--- src/sdram_cmd_pkg.sv ---
package sdram_cmd_pkg;
	// timing figures in ns (the mode set delay given directly in cycles) and the cycle counts derived at 100 MHz
	localparam int CLK_PERIOD_NS = 10;
	localparam int PRECHARGE_PERIOD_NS = 20;
	localparam int ACTIVATE_TO_COLUMN_DELAY_NS = 20;
	localparam int REFRESH_CYCLE_TIME_NS = 70;
	localparam int MODE_SET_DELAY_CYC = 2;
	localparam int SELF_REFRESH_EXIT_DELAY_NS = 70;
	localparam int PRECHARGE_CYC = (PRECHARGE_PERIOD_NS + CLK_PERIOD_NS - 1) / CLK_PERIOD_NS;
	localparam int ACT_CYC = (ACTIVATE_TO_COLUMN_DELAY_NS + CLK_PERIOD_NS - 1) / CLK_PERIOD_NS;
	localparam int REFRESH_CYC = (REFRESH_CYCLE_TIME_NS + CLK_PERIOD_NS - 1) / CLK_PERIOD_NS;
	localparam int SR_EXIT_CYC = (SELF_REFRESH_EXIT_DELAY_NS + CLK_PERIOD_NS - 1) / CLK_PERIOD_NS;
	localparam int BURST_LEN = 4;
	localparam int CNT_W = 8;
	localparam int AUTO_PRECHARGE_BIT = 10;

	typedef enum logic [3:0] {
		CMD_INHIBIT, CMD_NOP, CMD_ACTIVATE, CMD_REFRESH, CMD_LOAD_MODE,
		CMD_PRECHARGE, CMD_READ, CMD_WRITE, CMD_BURST_STOP, CMD_RESERVED
	} cmd_e;

	typedef enum logic [2:0] {
		DEV_ACTIVE, DEV_POWER_DOWN, DEV_SELF_REFRESH, DEV_SR_EXIT, DEV_SUSPEND,
		DEV_REFRESHING, DEV_MODE_ACCESS, DEV_PRECHARGE_ALL
	} dev_e;

	typedef enum logic [2:0] {
		BANK_IDLE, BANK_ACTIVATING, BANK_ROW_ACTIVE, BANK_READ, BANK_WRITE,
		BANK_READ_AP, BANK_WRITE_AP, BANK_PRECHARGING
	} bank_e;

	typedef struct packed {
		logic csN;
		logic rasN;
		logic casN;
		logic weN;
		logic [1:0] bank;
		logic [10:0] addr;
	} cmd_bus_s;
endpackage : sdram_cmd_pkg

--- src/sdram_cke_bank_command_fsm.sv ---
`timescale 1ns/1ps
module sdram_cke_bank_command_fsm #(
	parameter int NUM_BANKS = 4,
	parameter int PRECHARGE_CYCLES = sdram_cmd_pkg::PRECHARGE_CYC,
	parameter int ACTIVATE_CYCLES = sdram_cmd_pkg::ACT_CYC,
	parameter int REFRESH_CYCLES = sdram_cmd_pkg::REFRESH_CYC,
	parameter int MODE_CYCLES = sdram_cmd_pkg::MODE_SET_DELAY_CYC,
	parameter int SR_EXIT_CYCLES = sdram_cmd_pkg::SR_EXIT_CYC,
	parameter int BURST_LENGTH = sdram_cmd_pkg::BURST_LEN
) (
	input wire logic clk,
	input wire logic rst_n,
	input wire logic clkEn,
	input wire logic gate,
	input wire sdram_cmd_pkg::cmd_bus_s cmdBus,
	output sdram_cmd_pkg::cmd_e cmdDecoded,
	output sdram_cmd_pkg::dev_e devState,
	output logic [3*NUM_BANKS-1:0] bankStates,
	output logic allIdle,
	output logic burstActive,
	output logic [1:0] burstBank
);
	localparam int CW = sdram_cmd_pkg::CNT_W;

	initial begin
		if (NUM_BANKS != 4 || PRECHARGE_CYCLES < 1 || ACTIVATE_CYCLES < 1 ||
				REFRESH_CYCLES < 1 || MODE_CYCLES < 1 || SR_EXIT_CYCLES < 2 ||
				BURST_LENGTH < 1 || REFRESH_CYCLES >= (1 << CW) ||
				SR_EXIT_CYCLES >= (1 << CW) || BURST_LENGTH >= (1 << CW)) begin
			$error("sdram_cke_bank_command_fsm: unsupported parameters");
		end
	end

	sdram_cmd_pkg::cmd_e cmd;
	sdram_cmd_pkg::bank_e bankState [NUM_BANKS];
	logic [CW-1:0] bankCnt [NUM_BANKS];
	logic gatePrev;
	logic [CW-1:0] devCnt;
	logic [CW-1:0] burstCnt;
	logic frozen;
	logic allBanksIdle;
	logic autoPre;
	logic precAll;

	// command decode from the four strobes
	always_comb begin
		if (cmdBus.csN) begin
			cmd = sdram_cmd_pkg::CMD_INHIBIT;
		end else begin
			case ({cmdBus.rasN, cmdBus.casN, cmdBus.weN})
				3'h7: cmd = sdram_cmd_pkg::CMD_NOP;
				3'h3: cmd = sdram_cmd_pkg::CMD_ACTIVATE;
				3'h1: cmd = sdram_cmd_pkg::CMD_REFRESH;
				3'h0: cmd = sdram_cmd_pkg::CMD_LOAD_MODE;
				3'h2: cmd = sdram_cmd_pkg::CMD_PRECHARGE;
				3'h5: cmd = sdram_cmd_pkg::CMD_READ;
				3'h4: cmd = sdram_cmd_pkg::CMD_WRITE;
				3'h6: cmd = sdram_cmd_pkg::CMD_BURST_STOP;
				default: cmd = sdram_cmd_pkg::CMD_RESERVED;
			endcase
		end
	end

	logic isNop;
	assign isNop = (cmd == sdram_cmd_pkg::CMD_INHIBIT) || (cmd == sdram_cmd_pkg::CMD_NOP);
	assign autoPre = cmdBus.addr[sdram_cmd_pkg::AUTO_PRECHARGE_BIT];
	assign precAll = cmdBus.addr[sdram_cmd_pkg::AUTO_PRECHARGE_BIT];

	always_comb begin
		allBanksIdle = 1'b1;
		for (int i = 0; i < NUM_BANKS; i++) begin
			if (bankState[i] != sdram_cmd_pkg::BANK_IDLE) begin
				allBanksIdle = 1'b0;
			end
		end
	end

	// commands act on banks only in normal operation with the gate high both edges
	logic execute;
	assign execute = (devState == sdram_cmd_pkg::DEV_ACTIVE) && gatePrev && gate;
	// the internal clock is frozen while suspended or on the suspending edge
	assign frozen = (devState == sdram_cmd_pkg::DEV_SUSPEND) ||
		(devState == sdram_cmd_pkg::DEV_ACTIVE && gatePrev && !gate && burstActive);

	always_ff @(posedge clk) begin
		if (!rst_n) begin
			gatePrev <= 1'b1;
		end else if (clkEn) begin
			gatePrev <= gate;
		end
	end

	// device level state machine
	always_ff @(posedge clk) begin
		if (!rst_n) begin
			devState <= sdram_cmd_pkg::DEV_ACTIVE;
			devCnt <= '0;
		end else if (clkEn) begin
			case (devState)
				sdram_cmd_pkg::DEV_ACTIVE: begin
					if (gatePrev && !gate) begin
						if (burstActive) begin
							devState <= sdram_cmd_pkg::DEV_SUSPEND;
						end else if (allBanksIdle && cmd == sdram_cmd_pkg::CMD_REFRESH) begin
							devState <= sdram_cmd_pkg::DEV_SELF_REFRESH;
						end else if (isNop) begin
							devState <= sdram_cmd_pkg::DEV_POWER_DOWN;
						end
					end else if (execute) begin
						if (cmd == sdram_cmd_pkg::CMD_REFRESH) begin
							devState <= sdram_cmd_pkg::DEV_REFRESHING;
							devCnt <= CW'(REFRESH_CYCLES - 1);
						end else if (cmd == sdram_cmd_pkg::CMD_LOAD_MODE) begin
							devState <= sdram_cmd_pkg::DEV_MODE_ACCESS;
							devCnt <= CW'(MODE_CYCLES - 1);
						end else if (cmd == sdram_cmd_pkg::CMD_PRECHARGE && precAll) begin
							devState <= sdram_cmd_pkg::DEV_PRECHARGE_ALL;
							devCnt <= CW'(PRECHARGE_CYCLES - 1);
						end
					end
				end
				sdram_cmd_pkg::DEV_POWER_DOWN: begin
					if (gate && isNop) begin
						devState <= sdram_cmd_pkg::DEV_ACTIVE;
					end
				end
				sdram_cmd_pkg::DEV_SELF_REFRESH: begin
					if (gate && isNop) begin
						devState <= sdram_cmd_pkg::DEV_SR_EXIT;
						devCnt <= CW'(SR_EXIT_CYCLES - 1);
					end
				end
				sdram_cmd_pkg::DEV_SUSPEND: begin
					if (gate) begin
						devState <= sdram_cmd_pkg::DEV_ACTIVE;
					end
				end
				default: begin
					// timed transients ignore commands until their count runs out
					if (devCnt == '0) begin
						devState <= sdram_cmd_pkg::DEV_ACTIVE;
					end else begin
						devCnt <= devCnt - CW'(1);
					end
				end
			endcase
		end
	end

	// burst tracking; stop acts on the most recent burst, any bank
	always_ff @(posedge clk) begin
		if (!rst_n) begin
			burstActive <= 1'b0;
			burstBank <= 2'h0;
			burstCnt <= '0;
		end else if (clkEn && !frozen) begin
			if (execute && (cmd == sdram_cmd_pkg::CMD_READ || cmd == sdram_cmd_pkg::CMD_WRITE)) begin
				burstActive <= 1'b1;
				burstBank <= cmdBus.bank;
				burstCnt <= CW'(BURST_LENGTH - 1);
			end else if (execute && cmd == sdram_cmd_pkg::CMD_BURST_STOP) begin
				burstActive <= 1'b0;
			end else if (execute && cmd == sdram_cmd_pkg::CMD_PRECHARGE &&
					(precAll || cmdBus.bank == burstBank)) begin
				burstActive <= 1'b0;
			end else if (burstActive) begin
				if (burstCnt == '0) begin
					burstActive <= 1'b0;
				end else begin
					burstCnt <= burstCnt - CW'(1);
				end
			end
		end
	end

	// per-bank state machines
	genvar b;
	generate
		for (b = 0; b < NUM_BANKS; b++) begin : g_bank
			logic hit;
			logic burstEnds;
			assign hit = execute && (cmdBus.bank == 2'(b));
			assign burstEnds = burstActive && burstBank == 2'(b) && !frozen &&
				((execute && cmd == sdram_cmd_pkg::CMD_BURST_STOP) || burstCnt == '0 ||
				(execute && (cmd == sdram_cmd_pkg::CMD_READ || cmd == sdram_cmd_pkg::CMD_WRITE) &&
				cmdBus.bank != 2'(b)));
			always_ff @(posedge clk) begin
				if (!rst_n) begin
					bankState[b] <= sdram_cmd_pkg::BANK_IDLE;
					bankCnt[b] <= '0;
				end else if (clkEn && !frozen) begin
					case (bankState[b])
						sdram_cmd_pkg::BANK_IDLE: begin
							if (hit && cmd == sdram_cmd_pkg::CMD_ACTIVATE) begin
								bankState[b] <= sdram_cmd_pkg::BANK_ACTIVATING;
								bankCnt[b] <= CW'(ACTIVATE_CYCLES - 1);
							end
						end
						sdram_cmd_pkg::BANK_ACTIVATING: begin
							if (bankCnt[b] == '0) begin
								bankState[b] <= sdram_cmd_pkg::BANK_ROW_ACTIVE;
							end else begin
								bankCnt[b] <= bankCnt[b] - CW'(1);
							end
						end
						sdram_cmd_pkg::BANK_PRECHARGING, sdram_cmd_pkg::BANK_READ_AP,
						sdram_cmd_pkg::BANK_WRITE_AP: begin
							if (bankCnt[b] == '0) begin
								bankState[b] <= sdram_cmd_pkg::BANK_IDLE;
							end else begin
								bankCnt[b] <= bankCnt[b] - CW'(1);
							end
						end
						default: begin
							// row active, read or write without auto precharge
							if (execute && cmd == sdram_cmd_pkg::CMD_PRECHARGE && (precAll || hit)) begin
								bankState[b] <= sdram_cmd_pkg::BANK_PRECHARGING;
								bankCnt[b] <= CW'(PRECHARGE_CYCLES - 1);
							end else if (hit && cmd == sdram_cmd_pkg::CMD_READ) begin
								bankState[b] <= autoPre ? sdram_cmd_pkg::BANK_READ_AP :
									sdram_cmd_pkg::BANK_READ;
								bankCnt[b] <= CW'(BURST_LENGTH + PRECHARGE_CYCLES - 1);
							end else if (hit && cmd == sdram_cmd_pkg::CMD_WRITE) begin
								bankState[b] <= autoPre ? sdram_cmd_pkg::BANK_WRITE_AP :
									sdram_cmd_pkg::BANK_WRITE;
								bankCnt[b] <= CW'(BURST_LENGTH + PRECHARGE_CYCLES - 1);
							end else if (burstEnds && bankState[b] != sdram_cmd_pkg::BANK_ROW_ACTIVE) begin
								bankState[b] <= sdram_cmd_pkg::BANK_ROW_ACTIVE;
							end
						end
					endcase
				end
			end
			assign bankStates[3*b +: 3] = bankState[b];
		end
	endgenerate

	always_ff @(posedge clk) begin
		if (!rst_n) begin
			cmdDecoded <= sdram_cmd_pkg::CMD_INHIBIT;
		end else if (clkEn) begin
			cmdDecoded <= frozen ? sdram_cmd_pkg::CMD_INHIBIT : cmd;
		end
	end

	assign allIdle = allBanksIdle && (devState == sdram_cmd_pkg::DEV_ACTIVE);
endmodule : sdram_cke_bank_command_fsm

--- config.mk ---
export PLATFORM = sky130hd
export DESIGN_NAME = sdram_cke_bank_command_fsm
export DESIGN_NICKNAME = d
export VERILOG_FILES = /design/src/sdram_cmd_pkg.sv /design/src/sdram_cke_bank_command_fsm.sv
export SDC_FILE = /design/constraint.sdc
export NUM_CORES = 1
export LEC_CHECK = 0
export BUFFER_PORTS_ARGS = -buffer_cell sky130_fd_sc_hd__buf_2
export CORE_UTILIZATION = 65
export CTS_CLUSTER_DIAMETER = 100
export DETAILED_ROUTE_END_ITERATION = 10
export PLACE_DENSITY = 0.84
export SLEW_MARGIN = 0
export SYNTH_ARGS = -nofsm -noshare
export SYNTH_HDL_FRONTEND = slang
export SYNTH_SLANG_ARGS = --single-unit
--- constraint.sdc ---
create_clock -name clk -period 5.6 [get_ports clk]
set_input_delay 1.12 -clock clk [delete_from_list [all_inputs] [get_ports clk]]
set_output_delay 1.12 -clock clk [all_outputs]
set_load 0.01 [all_outputs]
==> reports/results.ini <==
[synth]
netlist_instances=531
ys_seq_elements=71
yosysWarnings=0
synth_flop_cell=edfxtp_1
synth_area_leaders=edfxtp_1 28%, dfxtp_1 11%, nor2_1 6.7%
syn_avg_cell_area_um2=8.999
yosysTopAreaCell=edfxtp_1
synth_area_um2=4778
yosysSeqAreaShare=0.3896
yosys.cell_types.count=78
async_reset_ff_frac=0
synth_top_cell_area_share=0.2765
synth-edff-count=44
syn-num-nets=565

[clock_tree]
htree_levels=3
cts-buffers-inserted=9
cts_setup_buffers=0
cts_max_path_buffers=2
cts-resized-gates=0
cts-root-buf=clkbuf_8
holdBufCountCts=0
clkLatencyLatePin_ns=0.36
clkTransAtPathRegs_ns=0.08
cts.sinks=71
cts_tree=done

[finish]
drive_gt1_frac=0.1314
finalNetCount=592
n_fill_cell=496
mostFrequentLayoutCells=85 x nor2_1, 50 x nand2_1, 44 x edfxtp_1
stdcell_count=659
diodes=0
layout_commonest_cell=nor2_1
syn_to_final_growth_pct=8.824
fin_util=0.7488

[detailed_routing]
vias=4059
antenna_left=0
avgRoutedWirePerCell_um=16.72
drtIter0Drc=338
wl_um=11020
firstDrtPassIters=6
post-route-drc-count=0
routed_via_density=6.159

[run_status]
status=finished, final reports clean

[power]
cellPowerDensity_nw_per_um2=277.4
leakagePower_nw=1.971
ir_worst_vdd_mv=0.2010

[grt]
grt_pass1_wl_um=17310
grtUsageMet2=0.5046
met1_usage=0.3648
overflow=0
grt_use_met3=0.05278
grt_pass1_vias=3732
grt_max_degree=28
grt_util_all_layers=0.2944
antenna_found_initial=0
busiest_layer=met2

[floorplan]
start_util=0.6881
chipWidth_um=87.74
io_pins=44
row_count=30
coreArea_um2=6944
die_area_um2=7698
die_y_um=87.74

[timing]
tns_ns=0
min_period_ns=3.833
final_max_slew_viol_count=0
rsz0062_at_grt=no
clock_skew_ns=0.01223
finalHoldViolations=0
setup_viol=0
fmax_ghz=0.2609
final.period_utilization=0.6845
slew_headroom=0.4349
worst_pin_slew_ns=0.8412

[setup_path]
cp.required_ns=5.63
worstRegToRegCells=5
critical_path_class=input port to flop
startpoint_type=input port
arrival_ns=3.86
critPathCaptureType=flop
crit_path_start=cmdBus[13]
worstReg2RegStart=devState[1]$_SDFFE_PN0P_
critPathMaxFanout=15

[place]
placedCellCount=643
gp_congestion=1.121
portBuffers=33
place_hpwl_um=7933

[hold_path]
min-delay-start=cmdDecoded[1]$_SDFFE_PN0P_
holdCritPathClass=flop to flop
hold_depth=2

[run]
cap_violations=0

[layer usage]
layer,up-vias,share of wire
met5,-,0
met4,0,0.023
met3,26,0.059
met2,146,0.48
met1,1911,0.44
li1,1976,-
[worst max-delay path, stage by stage]
cell and delay (ns):
buf_2 0.13, inv_1 0.05, ha_1 0.52, nor3_1 0.78, nand2_1 0.33, a21oi_1 0.26, nand3_1 0.14, and3_1 0.24
nand2_1 0.29
[flip-flops by register name, summed over array words and instances, names as in the netlist]
register and cells:
burstBank 2, devState 3, devCnt 8, burstActive 1, bankCnt 32, cmdDecoded 4
burstCnt 8, gatePrev 1, bankState 12
[synthesized netlist by cell type (3+ instances only)]
| cell type | number |
|---|---|
| o211ai_1 | 7 |
| clkbuf_8 | 4 |
| nand4b_1 | 6 |
| nand3b_1 | 8 |
| and3_1 | 4 |
| and3b_1 | 3 |
| edfxtp_1 | 44 |
| nor2_1 | 85 |
| nor3_1 | 22 |
| xnor2_1 | 24 |
| nand2_1 | 50 |
| a21oi_1 | 19 |
| o22ai_1 | 3 |
| mux2i_1 | 8 |
| ha_1 | 13 |
| buf_2 | 4 |
| o21bai_1 | 4 |
| clkbuf_1 | 6 |
| or2_2 | 3 |
| nor2b_1 | 10 |
| o221ai_1 | 3 |
| or3_1 | 6 |
| dfxtp_1 | 27 |
| inv_1 | 23 |
| xor2_1 | 16 |
| nor4_1 | 5 |
| and2_1 | 3 |
| nand4_1 | 6 |
| nand2b_1 | 8 |
| nor4b_1 | 4 |
| nand3_1 | 16 |
| o21ai_0 | 21 |
| or4_1 | 5 |
[stage by stage]
| step | area [um^2] | total power [W] | hold WS [ns] | setup WS (ns) |
|---|---|---|---|---|
| detailed placement | 4940 | 0.0009081 | 0.4531 | 1.518 |
| global route | 5200 | 0.001497 | 0.5042 | 1.632 |
| finish | 5200 | 0.001442 | 0.4682 | 1.767 |
| floorplan | 4778 | 0.0008520 | 0.4628 | 2.449 |
| CTS | 5200 | 0.001442 | 0.4720 | 1.881 |
| global placement | 4940 | 0.0008982 | 0.4337 | 1.542 |
[cells by family after synthesis]
family / Yosys count / share of synthesized area
AND/OR/NAND/NOR: 266 / 0.3048
flip-flops: 71 / 0.3896
multiplexers: 10 / 0.02147
AO/OA/AOI/OAI: 90 / 0.1307
buffers and inverters: 40 / 0.04399
adder cells (fa/ha/maj): 14 / 0.03614
XOR/XNOR: 40 / 0.07332
[final timing paths]
kind	end	slack, ns
setup reg to reg	bankCnt[1][2]$_SDFFCE_PP1P_	2.90
hold / removal	cmdDecoded[1]$_SDFFE_PN0P_	0.47
hold reg to reg	cmdDecoded[1]$_SDFFE_PN0P_	0.47
setup / recovery	bankCnt[0][1]$_SDFFCE_PP0P_	1.77
[power breakdown]
group          internal [W]  switching (W)
clock network      0.000340       0.000199
logic              0.000109       0.000166
registers          0.000589      0.0000392
[cell type report]
| cell class | instances | area, um^2 | share of cell area |
|---|---|---|---|
| multi-input cells | 420 | 2706 | 0.5205 |
| well taps | 96 | 120.1 | 0.02310 |
| inverters | 23 | 86.33 | 0.01660 |
| clock inverters | 6 | 132.6 | 0.02551 |
| flip-flops and latches | 71 | 1862 | 0.3580 |
| clock buffers | 10 | 127.6 | 0.02454 |
| repair buffers | 33 | 165.2 | 0.03176 |
Power figures use the tool's default switching activity.
